$ cat src/logic/uart_fmt_pkg.sv
// Constants, types and helpers of the line format and modem control UART
package uart_fmt_pkg;

  // ----------------------------------------
  // Timing
  // ----------------------------------------
  localparam int CLK_HZ          = 125_000_000;
  localparam int BAUD_RATE       = 115_200;
  localparam int HALF_BIT_CYCLES = CLK_HZ / (2 * BAUD_RATE);
  localparam int IR_PULSE_CYCLES = (2 * HALF_BIT_CYCLES * 3) / 16;

  // ----------------------------------------
  // Register map and reset values
  // ----------------------------------------
  localparam logic [7:0] OFF_LFC   = 8'h00;
  localparam logic [7:0] OFF_MLC   = 8'h04;
  localparam logic [7:0] OFF_ISTAT = 8'h08;
  localparam logic [7:0] OFF_ICLR  = 8'h0c;
  localparam logic [7:0] OFF_IEN   = 8'h10;
  localparam logic [7:0] OFF_MSTAT = 8'h14;
  localparam logic [7:0] OFF_DATA  = 8'h18;
  localparam logic [7:0] LFC_RESET = 8'h00;
  localparam logic [7:0] MLC_RESET = 8'h00;
  localparam logic [7:0] MLC_MASK  = 8'h5f;
  localparam logic [4:0] IEN_RESET = 5'h00;

  // Interrupt status bit positions
  localparam int EV_RX_READY = 0;
  localparam int EV_TX_DONE  = 1;
  localparam int EV_PAR_ERR  = 2;
  localparam int EV_FRM_ERR  = 3;
  localparam int EV_MODEM    = 4;
  localparam int EV_COUNT    = 5;

  // ----------------------------------------
  // Types
  // ----------------------------------------
  typedef struct packed {
    logic [1:0] spare;
    logic       parity_force_select;
    logic       parity_even_select;
    logic       parity_enable_bit;
    logic       stop_length_bit;
    logic [1:0] word_length_field;
  } line_format_type;

  typedef struct packed {
    logic spare7;
    logic infrared_route_enable;
    logic spare5;
    logic loopback_enable;
    logic aux_output_two_irq_enable;
    logic aux_output_one;
    logic request_to_send_bit;
    logic terminal_ready_bit;
  } modem_line_type;

  // Asserted-high view of the handshake inputs
  typedef struct packed {
    logic dcd;
    logic ri;
    logic dsr;
    logic cts;
  } modem_sig_type;

  typedef enum logic [4:0] {
    TX_IDLE = 5'h01, TX_START = 5'h02, TX_DATA = 5'h04, TX_PAR = 5'h08, TX_STOP = 5'h10
  } tx_state_type;

  typedef enum logic [4:0] {
    RX_IDLE = 5'h01, RX_START = 5'h02, RX_DATA = 5'h04, RX_PAR = 5'h08, RX_STOP = 5'h10
  } rx_state_type;

  // Parity bit for the active data bits
  function automatic logic parity_of(input logic [7:0] d, input line_format_type f);
    logic [7:0] m;
    m = d & (8'hff >> (3 - f.word_length_field));
    case ({f.parity_force_select, f.parity_even_select})
      2'b00:   parity_of = ~^m;
      2'b01:   parity_of = ^m;
      2'b10:   parity_of = 1'b1;
      default: parity_of = 1'b0;
    endcase
  endfunction

endpackage

$ cat src/logic/uart_fmt_core.sv
// UART with programmable line format, modem control, loop-back and infrared path
`timescale 1ns/10ps
`default_nettype none
module uart_fmt_core
  import uart_fmt_pkg::*;
#(
  parameter int HALF_BIT = HALF_BIT_CYCLES,
  parameter int IR_PULSE = IR_PULSE_CYCLES
) (
  input  wire logic        clk,
  input  wire logic        rst_n,
  input  wire logic        psel,
  input  wire logic        penable,
  input  wire logic        pwrite,
  input  wire logic [7:0]  paddr,
  input  wire logic [31:0] pwdata,
  output logic             pready,
  output logic [31:0]      prdata,
  output logic             pslverr,
  output logic             tx_o,
  input  wire logic        rx_i,
  output logic             rts_n,
  output logic             dtr_n,
  input  wire logic        cts_n_i,
  input  wire logic        dsr_n_i,
  input  wire logic        dcd_n_i,
  input  wire logic        ri_n_i,
  output logic             interrupt_output_pin,
  output logic             irq_oe_n
);

  // ----------------------------------------
  // Parameter check
  // ----------------------------------------
  if (HALF_BIT < 4 || HALF_BIT > 32768 || IR_PULSE < 1 || IR_PULSE >= HALF_BIT) begin : g_bad
    $error("uart_fmt_core: HALF_BIT or IR_PULSE out of range");
  end

  localparam logic [15:0] HALF_LAST = 16'(HALF_BIT - 1);
  localparam logic [15:0] FULL_LAST = 16'(2 * HALF_BIT - 1);
  localparam logic [15:0] IR_LEN    = 16'(IR_PULSE);
  localparam logic [16:0] IR_HOLD   = 17'(2 * HALF_BIT);

  // ----------------------------------------
  // Registers and bus decode
  // ----------------------------------------
  line_format_type   lfc_r;
  modem_line_type    mlc_r;
  logic [EV_COUNT-1:0] ist_r;
  logic [EV_COUNT-1:0] ien_r;
  logic [EV_COUNT-1:0] ev;
  logic [7:0]        rx_buf_r;
  logic              setup;
  logic              wr;
  logic              mapped;
  logic              tx_busy;
  modem_sig_type     msig;
  modem_sig_type     msig_prev_r;

  assign setup  = psel & ~penable;
  assign wr     = psel & penable & pwrite;
  assign pready = 1'b1;
  assign mapped = paddr == OFF_LFC || paddr == OFF_MLC || paddr == OFF_ISTAT || paddr == OFF_ICLR
               || paddr == OFF_IEN || paddr == OFF_MSTAT || paddr == OFF_DATA;

  always_ff @(posedge clk or negedge rst_n) begin
    if (!rst_n) begin
      lfc_r <= LFC_RESET;
    end else if (wr && paddr == OFF_LFC) begin
      lfc_r <= pwdata[7:0];
    end
  end

  always_ff @(posedge clk or negedge rst_n) begin
    if (!rst_n) begin
      mlc_r <= MLC_RESET;
    end else if (wr && paddr == OFF_MLC) begin
      mlc_r <= pwdata[7:0] & MLC_MASK;
    end
  end

  always_ff @(posedge clk or negedge rst_n) begin
    if (!rst_n) begin
      ien_r <= IEN_RESET;
    end else if (wr && paddr == OFF_IEN) begin
      ien_r <= pwdata[EV_COUNT-1:0];
    end
  end

  // Set wins over a clear in the same cycle so no event is lost
  always_ff @(posedge clk or negedge rst_n) begin
    if (!rst_n) begin
      ist_r <= '0;
    end else if (wr && paddr == OFF_ICLR) begin
      ist_r <= (ist_r & ~pwdata[EV_COUNT-1:0]) | ev;
    end else begin
      ist_r <= ist_r | ev;
    end
  end

  // Read data is captured in the setup cycle, so the access cycle never waits
  always_ff @(posedge clk or negedge rst_n) begin
    if (!rst_n) begin
      prdata  <= '0;
      pslverr <= 1'b0;
    end else if (setup) begin
      pslverr <= ~mapped;
      case (paddr)
        OFF_LFC:   prdata <= {24'h0, lfc_r};
        OFF_MLC:   prdata <= {24'h0, mlc_r};
        OFF_ISTAT: prdata <= {27'h0, ist_r};
        OFF_IEN:   prdata <= {27'h0, ien_r};
        OFF_MSTAT: prdata <= {27'h0, tx_busy, msig};
        OFF_DATA:  prdata <= {24'h0, rx_buf_r};
        default:   prdata <= '0;
      endcase
    end
  end

  // ----------------------------------------
  // Modem lines
  // ----------------------------------------
  always_comb begin
    if (mlc_r.loopback_enable) begin
      msig.cts = mlc_r.request_to_send_bit;
      msig.dsr = mlc_r.terminal_ready_bit;
      msig.ri  = mlc_r.aux_output_one;
      msig.dcd = mlc_r.aux_output_two_irq_enable;
    end else begin
      msig.cts = ~cts_n_i;
      msig.dsr = ~dsr_n_i;
      msig.ri  = ~ri_n_i;
      msig.dcd = ~dcd_n_i;
    end
  end

  always_ff @(posedge clk or negedge rst_n) begin
    if (!rst_n) begin
      msig_prev_r <= '0;
    end else begin
      msig_prev_r <= msig;
    end
  end

  always_ff @(posedge clk or negedge rst_n) begin
    if (!rst_n) begin
      rts_n <= 1'b1;
      dtr_n <= 1'b1;
    end else begin
      rts_n <= ~mlc_r.request_to_send_bit;
      dtr_n <= ~mlc_r.terminal_ready_bit;
    end
  end

  // ----------------------------------------
  // Transmitter
  // ----------------------------------------
  tx_state_type tx_state_r;
  logic [15:0]  tx_cnt_r;
  logic [2:0]   tx_halves_r;
  logic [2:0]   tx_bits_r;
  logic [7:0]   tx_shift_r;
  logic         tx_par_r;
  logic         tx_tick;
  logic         tx_bit_end;
  logic [2:0]   stop_halves;
  logic         tx_ser;
  logic         tx_start;

  assign tx_busy  = tx_state_r != TX_IDLE;
  assign tx_start = wr && paddr == OFF_DATA && !tx_busy;
  assign tx_tick  = tx_busy && tx_cnt_r == HALF_LAST;
  // Five-bit words shorten the long stop to three half bits
  assign stop_halves = !lfc_r.stop_length_bit ? 3'd2 : (lfc_r.word_length_field == 2'b00 ? 3'd3 : 3'd4);
  assign tx_bit_end  = tx_tick && (tx_halves_r + 3'd1 == (tx_state_r == TX_STOP ? stop_halves : 3'd2));

  always_ff @(posedge clk or negedge rst_n) begin
    if (!rst_n) begin
      tx_cnt_r    <= '0;
      tx_halves_r <= '0;
    end else if (tx_start || tx_tick) begin
      tx_cnt_r    <= '0;
      tx_halves_r <= tx_bit_end || tx_start ? 3'd0 : tx_halves_r + 3'd1;
    end else if (tx_busy) begin
      tx_cnt_r <= tx_cnt_r + 16'd1;
    end
  end

  always_ff @(posedge clk or negedge rst_n) begin
    if (!rst_n) begin
      tx_state_r <= TX_IDLE;
      tx_bits_r  <= '0;
      tx_shift_r <= '0;
      tx_par_r   <= 1'b0;
    end else begin
      case (tx_state_r)
        TX_IDLE: begin
          if (tx_start) begin
            tx_state_r <= TX_START;
            tx_shift_r <= pwdata[7:0];
            tx_par_r   <= parity_of(pwdata[7:0], lfc_r);
            tx_bits_r  <= '0;
          end
        end
        TX_START: begin
          if (tx_bit_end) begin
            tx_state_r <= TX_DATA;
          end
        end
        TX_DATA: begin
          if (tx_bit_end) begin
            tx_shift_r <= tx_shift_r >> 1;
            tx_bits_r  <= tx_bits_r + 3'd1;
            if (tx_bits_r == {1'b1, lfc_r.word_length_field}) begin
              tx_state_r <= lfc_r.parity_enable_bit ? TX_PAR : TX_STOP;
            end
          end
        end
        TX_PAR: begin
          if (tx_bit_end) begin
            tx_state_r <= TX_STOP;
          end
        end
        TX_STOP: begin
          if (tx_bit_end) begin
            tx_state_r <= TX_IDLE;
          end
        end
        default: tx_state_r <= TX_IDLE;
      endcase
    end
  end

  always_comb begin
    case (tx_state_r)
      TX_START: tx_ser = 1'b0;
      TX_DATA:  tx_ser = tx_shift_r[0];
      TX_PAR:   tx_ser = tx_par_r;
      default:  tx_ser = 1'b1;
    endcase
  end

  // Infrared encoder: short high pulse at the head of each zero bit
  always_ff @(posedge clk or negedge rst_n) begin
    if (!rst_n) begin
      tx_o <= 1'b1;
    end else if (mlc_r.loopback_enable) begin
      tx_o <= 1'b1;
    end else if (mlc_r.infrared_route_enable) begin
      tx_o <= !tx_ser && tx_halves_r == 3'd0 && tx_cnt_r < IR_LEN;
    end else begin
      tx_o <= tx_ser;
    end
  end

  // ----------------------------------------
  // Receiver
  // ----------------------------------------
  rx_state_type rx_state_r;
  logic [15:0]  rx_cnt_r;
  logic [2:0]   rx_bits_r;
  logic [7:0]   rx_data_r;
  logic [16:0]  ir_hold_r;
  logic         rx_ext;
  logic         rx_line;
  logic         rx_hit;
  logic         rx_par_bad;

  // Infrared decoder: each pulse stretches to one low bit time
  always_ff @(posedge clk or negedge rst_n) begin
    if (!rst_n) begin
      ir_hold_r <= '0;
    end else if (rx_i) begin
      ir_hold_r <= IR_HOLD;
    end else if (ir_hold_r != '0) begin
      ir_hold_r <= ir_hold_r - 17'd1;
    end
  end

  assign rx_ext  = mlc_r.infrared_route_enable ? ir_hold_r == '0 : rx_i;
  assign rx_line = mlc_r.loopback_enable ? tx_ser : rx_ext;
  assign rx_hit  = rx_cnt_r == (rx_state_r == RX_START ? HALF_LAST : FULL_LAST);
  assign rx_par_bad = rx_line != parity_of(rx_data_r, lfc_r);

  always_ff @(posedge clk or negedge rst_n) begin
    if (!rst_n) begin
      rx_cnt_r <= '0;
    end else if (rx_state_r == RX_IDLE || rx_hit) begin
      rx_cnt_r <= '0;
    end else begin
      rx_cnt_r <= rx_cnt_r + 16'd1;
    end
  end

  always_ff @(posedge clk or negedge rst_n) begin
    if (!rst_n) begin
      rx_state_r <= RX_IDLE;
      rx_bits_r  <= '0;
      rx_data_r  <= '0;
      rx_buf_r   <= '0;
    end else begin
      case (rx_state_r)
        RX_IDLE: begin
          if (!rx_line) begin
            rx_state_r <= RX_START;
            rx_data_r  <= '0;
            rx_bits_r  <= '0;
          end
        end
        RX_START: begin
          if (rx_hit) begin
            rx_state_r <= rx_line ? RX_IDLE : RX_DATA;
          end
        end
        RX_DATA: begin
          if (rx_hit) begin
            rx_data_r[rx_bits_r] <= rx_line;
            rx_bits_r <= rx_bits_r + 3'd1;
            if (rx_bits_r == {1'b1, lfc_r.word_length_field}) begin
              rx_state_r <= lfc_r.parity_enable_bit ? RX_PAR : RX_STOP;
            end
          end
        end
        RX_PAR: begin
          if (rx_hit) begin
            rx_state_r <= RX_STOP;
          end
        end
        RX_STOP: begin
          if (rx_hit) begin
            rx_buf_r   <= rx_data_r;
            rx_state_r <= RX_IDLE;
          end
        end
        default: rx_state_r <= RX_IDLE;
      endcase
    end
  end

  // ----------------------------------------
  // Events and interrupt pin
  // ----------------------------------------
  always_ff @(posedge clk or negedge rst_n) begin
    if (!rst_n) begin
      ev <= '0;
    end else begin
      ev[EV_RX_READY] <= rx_state_r == RX_STOP && rx_hit;
      ev[EV_TX_DONE]  <= tx_state_r == TX_STOP && tx_bit_end;
      ev[EV_PAR_ERR]  <= rx_state_r == RX_PAR && rx_hit && rx_par_bad;
      ev[EV_FRM_ERR]  <= rx_state_r == RX_STOP && rx_hit && !rx_line;
      ev[EV_MODEM]    <= msig != msig_prev_r;
    end
  end

  // Enables gate every source whatever the loop-back setting
  always_ff @(posedge clk or negedge rst_n) begin
    if (!rst_n) begin
      interrupt_output_pin <= 1'b0;
      irq_oe_n             <= 1'b1;
    end else begin
      interrupt_output_pin <= |(ist_r & ien_r);
      irq_oe_n             <= ~mlc_r.aux_output_two_irq_enable;
    end
  end

endmodule
`default_nettype wire

$ cat config.mk
export PLATFORM = sky130hd
export DESIGN_NAME = uart_fmt_core
export DESIGN_NICKNAME = d
export VERILOG_FILES = /design/src/logic/uart_fmt_pkg.sv /design/src/logic/uart_fmt_core.sv
export SDC_FILE = /design/constraint.sdc
export NUM_CORES = 1
export LEC_CHECK = 0
export BUFFER_PORTS_ARGS = -buffer_cell sky130_fd_sc_hd__buf_2
export CORE_MARGIN = 2
export CORE_UTILIZATION = 55
export CTS_BUF_LIST = sky130_fd_sc_hd__clkbuf_16
export CTS_CLUSTER_DIAMETER = 40
export CTS_CLUSTER_SIZE = 16
export DETAILED_ROUTE_END_ITERATION = 12
export PLACE_DENSITY = 0.88
export SLEW_MARGIN = 15
export SYNTH_ARGS = -nofsm -noshare
export SYNTH_HDL_FRONTEND = slang
export SYNTH_SLANG_ARGS = --single-unit
$ cat constraint.sdc
create_clock -name clk -period 6.5 [get_ports clk]
set_input_delay 1.3 -clock clk [delete_from_list [all_inputs] [get_ports clk]]
set_output_delay 1.3 -clock clk [all_outputs]
set_load 0.05 [all_outputs]
==> results of run 1 <==
-- power by group through the flow --
stage | registers (µW) | logic (µW) | clock network (µW)
final | 1030 | 445 | 1080
after global routing | 1040 | 498 | 1130
after CTS | 1030 | 445 | 1080
after detailed placement | 1040 | 442 | 0
after global placement | 1040 | 429 | 0
after floorplan | 1020 | 369 | 0
-- per-stage QoR --
stage | total power (µW) | worst slack, ns | cells
after floorplan | 1390 | 3.65 | 735
after global placement | 1470 | 2.99 | 905
after detailed placement | 1480 | 2.97 | 905
after CTS | 2560 | 3.40 | 937
after global routing | 2670 | 3.11 | 937
final | 2550 | 3.32 | 937
-- cell type report --
class | instances | area, µm²
Multi-Input combinational cell | 527 | 3620
Inverter | 22 | 82.6
Clock inverter | 15 | 231
Clock buffer | 17 | 425
Sequential cell | 140 | 3510
Tap cell | 176 | 220
Timing Repair Buffer | 40 | 209
Fill cell | 1011 | 4890
-- worst paths after layout --
path,start,to,cells after the start
setup reg to reg,rx_state_r[1],rx_data_r[0],6
min in group asynchronous,rst_n,rx_cnt_r[0],1
max in group asynchronous,rst_n,lfc_r[0],2
hold reg to reg,ev[0],ist_r[0],1
setup / recovery,paddr[5],tx_cnt_r[15],7
hold / removal,ev[0],ist_r[0],1
-- cells in the mapped netlist (3+ instances only) --
master	number	area, µm²
dfrtp_1	134	3350
nor2_1	61	229
mux2_2	45	507
nand2_1	45	169
o21ai_0	42	210
xnor2_1	28	245
buf_4	26	195
xor2_1	25	219
inv_1	22	82.6
a21oi_1	19	95.1
a22oi_1	18	135
nand3_1	18	90.1
nor3_1	17	85.1
nand4_1	14	87.6
clkbuf_1	13	48.8
mux2i_1	13	130
a21o_1	11	82.6
and3_1	9	56.3
ha_1	9	113
nand2b_1	9	56.3
a31oi_1	8	50.1
nor4_1	7	43.8
or3_1	7	43.8
and4_1	6	52.6
buf_2	6	30.0
dfstp_2	6	158
nand3b_1	6	45.0
nor2b_1	6	37.5
and2_1	5	31.3
nor3b_1	5	37.5
o31ai_1	5	37.5
and3b_1	4	35.0
o22ai_1	4	25.0
a21boi_0	3	22.5
a22o_1	3	26.3
o211ai_1	3	22.5
or2_2	3	18.8
xnor3_1	3	67.6
-- logic make-up (layout without fill, tap and decap cells) --
| kind of cell | count (synthesis) | after routing | synth area share, % |
|---|---|---|---|
| and+or+nand+nor | 238 | 238 | 17.4 |
| AOI/OAI and AO/OA | 141 | 141 | 13.0 |
| DFF | 140 | 140 | 47.4 |
| buffers and inverters | 68 | 94 | 4.86 |
| muxes | 58 | 58 | 8.60 |
| xor gates and xnor gates | 56 | 56 | 7.18 |
| adders and majority gates | 9 | 9 | 1.52 |
| other | 2 | 25 | 0.101 |
-- sequential cells by signal, indices dropped and copies added, names as in the netlist, 3 cells and up --
register,flops
ir_hold_r,17
lfc_r,8
rx_data_r,8
prdata,8
ien_r,5
tx_cnt_r,16
rx_cnt_r,16
tx_halves_r,3
rx_buf_r,8
ist_r,5
ev,5
rx_state_r,5
mlc_r,6
tx_bits_r,3
rx_bits_r,3
msig_prev_r,4
tx_state_r,5
tx_shift_r,8
-- metal layers --
layer	vias up	track usage (%)	part of all wire [%]
li1	2582	-	-
met1	2701	32.1	46
met2	206	33.4	46
met3	28	5.66	5.8
met4	0	8.31	2.1
met5	-	0	0
==> summary.md, run 1 <==
| Metric | Value |
|---|---|
| Antenna viol nets, final | `0` |
| Post_cts resized | `0` |
| Setup bufs post-CTS | `0` |
| Area growth, synth to finish | `12.1%` |
| Combinational Power Share | `17.4%` |
| CTS tree | `yes` |
| Commonest non-fill, non-tap cell in the layout | `dfrtp_1` |
| Initial antenna violation count | `0` |
| Relative slew slack | `29.5%` |
| Initial Util | `56.2%` |
| Grt ovf | `0` |
| Clock Tree Buf Depth | `2` |
| Worst path slowest cell | `a211oi_1` |
| Worst Path Required | `6.80 ns` |
| Vias in the first global route | `5286` |
| Pwr/cell area | `307 nW/µm²` |
| Vias post-DR | `5517` |
| Predominant post-synthesis flop cell | `dfrtp_1` |
| Avg Inst Size Synth | `10.4 µm²` |
| First-pass GRT wire length | `25800 µm` |
| CORE AREA | `13200 µm²` |
| VDD IR max | `0.241 mV` |
| Pre-antenna DRT Iters | `5` |
| RSZ-0062 raised after global routing | `no` |
| Leakage | `0.00380 µW` |
| NetSw | `700 µW` |
| Final Max Tran Viols | `0` |
| Flop pwr share | `40.4%` |
| Initial DRC Count | `561` |
| R2r setup slk | `3.35 ns` |
| Worst path top cell family by delay | `simple AND/OR/NAND/NOR gates` |
| Final setup viols | `0` |
| Min cycle time layout | `3.18 ns` |
| Die area | `14400 µm²` |
| Vias per Instance | `5.89` |
| Cts bufs inserted | `17` |
| Max stage delay on crit path | `0.80 ns` |
| Port buffer count | `39` |
| CP most frequent cell | `nand4_1` |
| Min-delay worst type | `flip-flop to flip-flop` |
| Post-Syn Area | `7410 µm²` |
| Period utilisation layout | `48.9%` |
| Nets | `807` |
| Clock Tree Root | `clkbuf_16` |
| Final Skew | `0.00641 ns` |
| Cell area after layout | `8300 µm²` |
| Startpoint types | `input pin` |
| Worst Path Arrival | `3.47 ns` |
| Yosys cell types | `72` |
| EDFF count, synth | `0` |
| Final wirelength | `15200 µm` |
| Clock power frac | `42.2%` |
| Setup TNS | `0 ns` |
| # hold bufs at CTS | `0` |
| Die Wd | `120 µm` |
| Max-cap viol count | `0` |
| Final Hold Vio Count | `0` |
| Die height | `120 µm` |
| Crit-path max FO | `6` |
| CTS H-Tree Depth | `4` |
| Sw frac | `27.4%` |
| Worst Path Buf+Inv | `1` |
| Global Route Usage Sum | `22.5%` |
| Largest net degree at the start of global routing | `80` |
| Clock Pin Slew Worst Setup and Hold Paths | `0.05 ns` |
| Routed WL per cell | `16.2 µm` |
| Share of the yosys chip area belonging to registers | `47.4%` |
| Status | `finished clean` |
| CP Class | `input pin to flip-flop` |
| Hold WS | `0.423 ns` |
| Power Internal | `1850 µW` |
| Asr flop ratio synth | `100%` |
| Seq cells post-synth | `140` |
| N_diodes | `0` |
| Share of cells above drive strength 1 | `18.0%` |
| Site Rows | `42` |
| Cells after synthesis | `712` |
| Most frequent cells in the layout | `dfrtp_1 (134), nor2_1 (61), nand2_1 (45), mux2_2 (45), o21ai_0 (42)` |
| Critical-path cell list | `buf_2 > nor3_1 > nand4_1 > a211oi_1 > nand4_1 > xor2_1 > nor2_1` |
| Final Util | `62.9%` |
| Worst-margin pin slew | `1.06 ns` |
| I/O pin count | `89` |
| Skew-Pair Late Insertion Delay | `0.43 ns` |
| # DRC | `0` |
| Fmax | `315 MHz` |
| Gp weighted congestion | `0.890` |
| CP Capture Type | `flip-flop` |
| DP Area | `7640 µm²` |
| HPWL after DPL | `10300 µm` |
| Clock sinks | `140` |
| Ys Warns | `0` |
(Power assumes the default switching activity.)
==> run 2: changes to the inputs <==
- ABC_AREA: default -> 1
- CORE_UTILIZATION: 55 -> 54
- PLACE_DENSITY: 0.88 -> 0.89
- clock period: 6.5 -> 2.9 ns (I/O delays scaled with it)
==> summary.md, run 2 <==
| Metric | Value |
|---|---|
| Status | `finished clean` |
| Post-Syn Area | `8120 µm² (+9.6%)` |
| Startpoint types | `flip-flop` |
| Site Rows | `44 (+4.8%)` |
| Initial Util | `55.6% (-0.52 points)` |
| Crit path capture | `rx_bits_r[0]` |
| Final Max Tran Viols | `0 (unchanged)` |
| Relative slew slack | `40.1% (+11 points)` |
| WP depth | `8 (+1)` |
| # DRC | `0 (unchanged)` |
| Skew-Pair Late Insertion Delay | `0.44 ns (about the same)` |
| Area contributors post-synth | `dfrtp_1 (41%), nand2_1 (13%), inv_1 (4.9%)` |
| Power Internal | `3660 µW (+98%)` |
| Predominant post-synthesis flop cell | `dfrtp_1` |
| Commonest non-fill, non-tap cell in the layout | `nand2_1` |
| Critical-path cell list | `nor2_1 > nand4_1 > inv_1 > nand4_1 > nand2_2 > nand2_2 > nand2_1 > o21ai_0` |
| First-pass GRT wire length | `31400 µm (+22%)` |
| Max reg flops | `17 (unchanged)` |
| NetSw | `1790 µW (+150%)` |
| Worst Reg-to-Reg Cells | `8 (+2)` |
| Pwr/cell area | `608 nW/µm² (+98%)` |
| Max stage delay on crit path | `0.42 ns (-0.38 ns)` |
| Clock sinks | `140 (unchanged)` |
| Ys Warns | `0 (unchanged)` |
| Clock Pin Slew Worst Setup and Hold Paths | `0.06 ns (about the same)` |
| Avg Inst Size Synth | `7.63 µm² (-27%)` |
| Initial DRC Count | `660 (+18%)` |
| Min-delay worst type | `input pin to asynchronous set/reset pin` |
| Die area | `16000 µm² (+11%)` |
| Clock Tree Buf Depth | `2 (unchanged)` |
| Flop pwr share | `40.3% (about the same)` |
| Setup bufs post-CTS | `0 (unchanged)` |
| Worst path slowest cell | `nand4_1` |
| Seq cells post-synth | `140 (unchanged)` |
| # hold bufs at CTS | `0 (unchanged)` |
| Clock Tree Root | `clkbuf_16` |
| Largest net degree at the start of global routing | `55 (-31%)` |
| Worst Path Buf+Inv | `1 (unchanged)` |
| Final Hold Vio Count | `0 (unchanged)` |
| Met2 wire length | `8890 µm (+28%)` |
| Leakage | `0.00427 µW (+12%)` |
| Grt ovf | `0 (unchanged)` |
| Clock power frac | `38.3% (-3.9 points)` |
| Count leader, synth | `nand2_1` |
| CORE AREA | `14600 µm² (+11%)` |
| Met1 Wirelength | `7820 µm (+11%)` |
| Sw frac | `32.8% (+5.4 points)` |
| Cell area after layout | `8940 µm² (+7.7%)` |
| Setup TNS | `0 ns (unchanged)` |
| VDD IR max | `0.458 mV (+90%)` |
| Final Util | `61.3% (-1.6 points)` |
| Routed WL per cell | `14.3 µm (-12%)` |
| Final setup viols | `0 (unchanged)` |
| Most frequent cells in the layout | `nand2_1 (277), dfrtp_1 (134), inv_1 (108), nor2_1 (95), nand3_1 (78)` |
| R2r setup slk | `0.79 ns (-2.56 ns)` |
| Nets | `1164 (+44%)` |
| Post_cts resized | `0 (unchanged)` |
| Die Wd | `127 µm (+5.5%)` |
| Synth top cells by count | `nand2_1 (277), dfrtp_1 (134), inv_1 (107)` |
| Area growth, synth to finish | `10.2%` |
| I/O pin count | `89 (unchanged)` |
| Fmax | `474 MHz` |
| Vias post-DR | `7323 (+33%)` |
| DP Area | `8390 µm² (+9.7%)` |
| Antenna viol nets, final | `0 (unchanged)` |
| Reg-to-Reg Start | `rx_state_r[0]` |
| Worst Path Arrival | `2.42 ns (-1.05 ns)` |
| HPWL after DPL | `13300 µm (+28%)` |
| Max-cap viol count | `0 (unchanged)` |
| CP Class | `flip-flop to flip-flop` |
| Cts bufs inserted | `17 (unchanged)` |
| Share of the yosys chip area belonging to registers | `43.3% (-4.1 points)` |
| Gp weighted congestion | `0.899 (+0.99%)` |
| Vias per Instance | `5.62 (-4.5%)` |
| Global Route Usage Sum | `24.1% (+1.5 points)` |
| Share of cells above drive strength 1 | `13.3% (-4.7 points)` |
| Dpl ws | `0.677 ns (-2.30 ns)` |
| CP Capture Type | `flip-flop` |
| Yosys top cell area share | `41.3% (-4.0 points)` |
| N_diodes | `0 (unchanged)` |
| Largest registers | `ir_hold_r x17, rx_cnt_r x16, tx_cnt_r x16` |
| RSZ-0062 raised after global routing | `no` |
| Combinational Power Share | `21.5% (+4.1 points)` |
| Asr flop ratio synth | `100% (unchanged)` |
| Pre-antenna DRT Iters | `5 (unchanged)` |
| Fillers | `1195 (+18%)` |
| Cells after synthesis | `1064 (+49%)` |
| Period utilisation layout | `72.8%` |
| Worst-margin pin slew | `0.891 ns (-0.166 ns)` |
| Initial antenna violation count | `0 (unchanged)` |
| Final Skew | `0.00693 ns (+0.000526 ns)` |
| Port buffer count | `39 (unchanged)` |
| Reg2reg end | `rx_bits_r[0]` |
| CTS H-Tree Depth | `4 (unchanged)` |
| DR WL met3 | `1380 µm (+55%)` |
| Vias in the first global route | `6714 (+27%)` |
| Worst Setup Slack, final | `0.789 ns (-2.54 ns)` |
| Final wirelength | `18600 µm (+22%)` |
| Crit-path max FO | `13 (+7)` |
| Area leader, netlist | `dfrtp_1` |
| Worst path top cell family by delay | `simple AND/OR/NAND/NOR gates` |
| Max Used Layer | `met4` |
| Largest register by flop count | `ir_hold_r` |
| Crit path launch | `rx_state_r[0]` |
| Min cycle time layout | `2.11 ns` |
| CTS tree | `yes` |
| Worst Path Required | `3.21 ns (-3.59 ns)` |
| Yosys cell types | `51 (-29%)` |
| Die height | `127 µm (+5.5%)` |
| EDFF count, synth | `0 (unchanged)` |
-- run 2: cell count changes in the layout (fill, tap and decap cells not counted), sizes merged, moves of 12 or more --
cell	change
xnor2	-18
inv	+98
a21o	-12
nor3	+23
nand4	+19
mux2i	-13
nand2	+245
nand3	+66
o21ai	+41
nor2	+45
a22oi	-19
mux2	-45
-- run 2: how the worst min path moves through the flow --
stage	start	end	cells past startpoint
6_report	rst_n	rx_cnt_r[4]	1
5_1_grt	rst_n	rx_cnt_r[6]	1
4_1_cts	rst_n	rx_cnt_r[3]	1
3_5_place_dp	ev[2]	ist_r[2]	2
3_3_place_gp	ev[0]	ist_r[0]	2
2_1_floorplan	rst_n	ev[0]	0
-- run 2: metal layers --
metal | GRT usage (%) | vias to the layer above
li1 | - | 3524
met1 | 31.4 | 3447
met2 | 38.9 | 297
met3 | 5.78 | 55
met4 | 9.37 | 0
met5 | 0 | -
-- run 2: power by group through the flow --
stage | clock network [µW] | logic (µW) | registers, µW
after floorplan | 0 | 908 | 2230
after global placement | 0 | 1110 | 2210
after detailed placement | 0 | 1150 | 2220
after CTS | 2100 | 1160 | 2190
after global routing | 2180 | 1310 | 2210
final | 2080 | 1170 | 2190
-- run 2: per-stage QoR --
stage	total power [µW]	hold WS, ns	std cells
6_report	5440	0.0864	1302
5_1_grt	5700	0.129	1302
4_1_cts	5450	0.101	1302
3_5_place_dp	3370	0.418	1270
3_3_place_gp	3330	0.412	1270
2_1_floorplan	3130	0.284	1087
-- run 2: area by class of cell --
cell class	instances	area, µm²	share of cell area [%]
Tap cell	184	230	2.57
Sequential cell	140	3510	39.3
Clock inverter	15	133	1.48
Clock buffer	17	425	4.76
Timing Repair Buffer	46	267	2.98
Inverter	123	467	5.22
Multi-Input combinational cell	777	3910	43.7
-- run 2: kinds of logic (layout without fill, tap and decap cells) --
kind of cell	Yosys count	in the layout	share of synthesized area, %
AOI/OAI and AO/OA	138	138	9.68
xor gates and xnor gates	26	26	2.81
adders and majority gates	9	9	1.39
buffers and inverters	170	201	9.60
DFF	140	140	43.3
other	2	25	0.0925
and+or+nand+nor	579	579	33.2
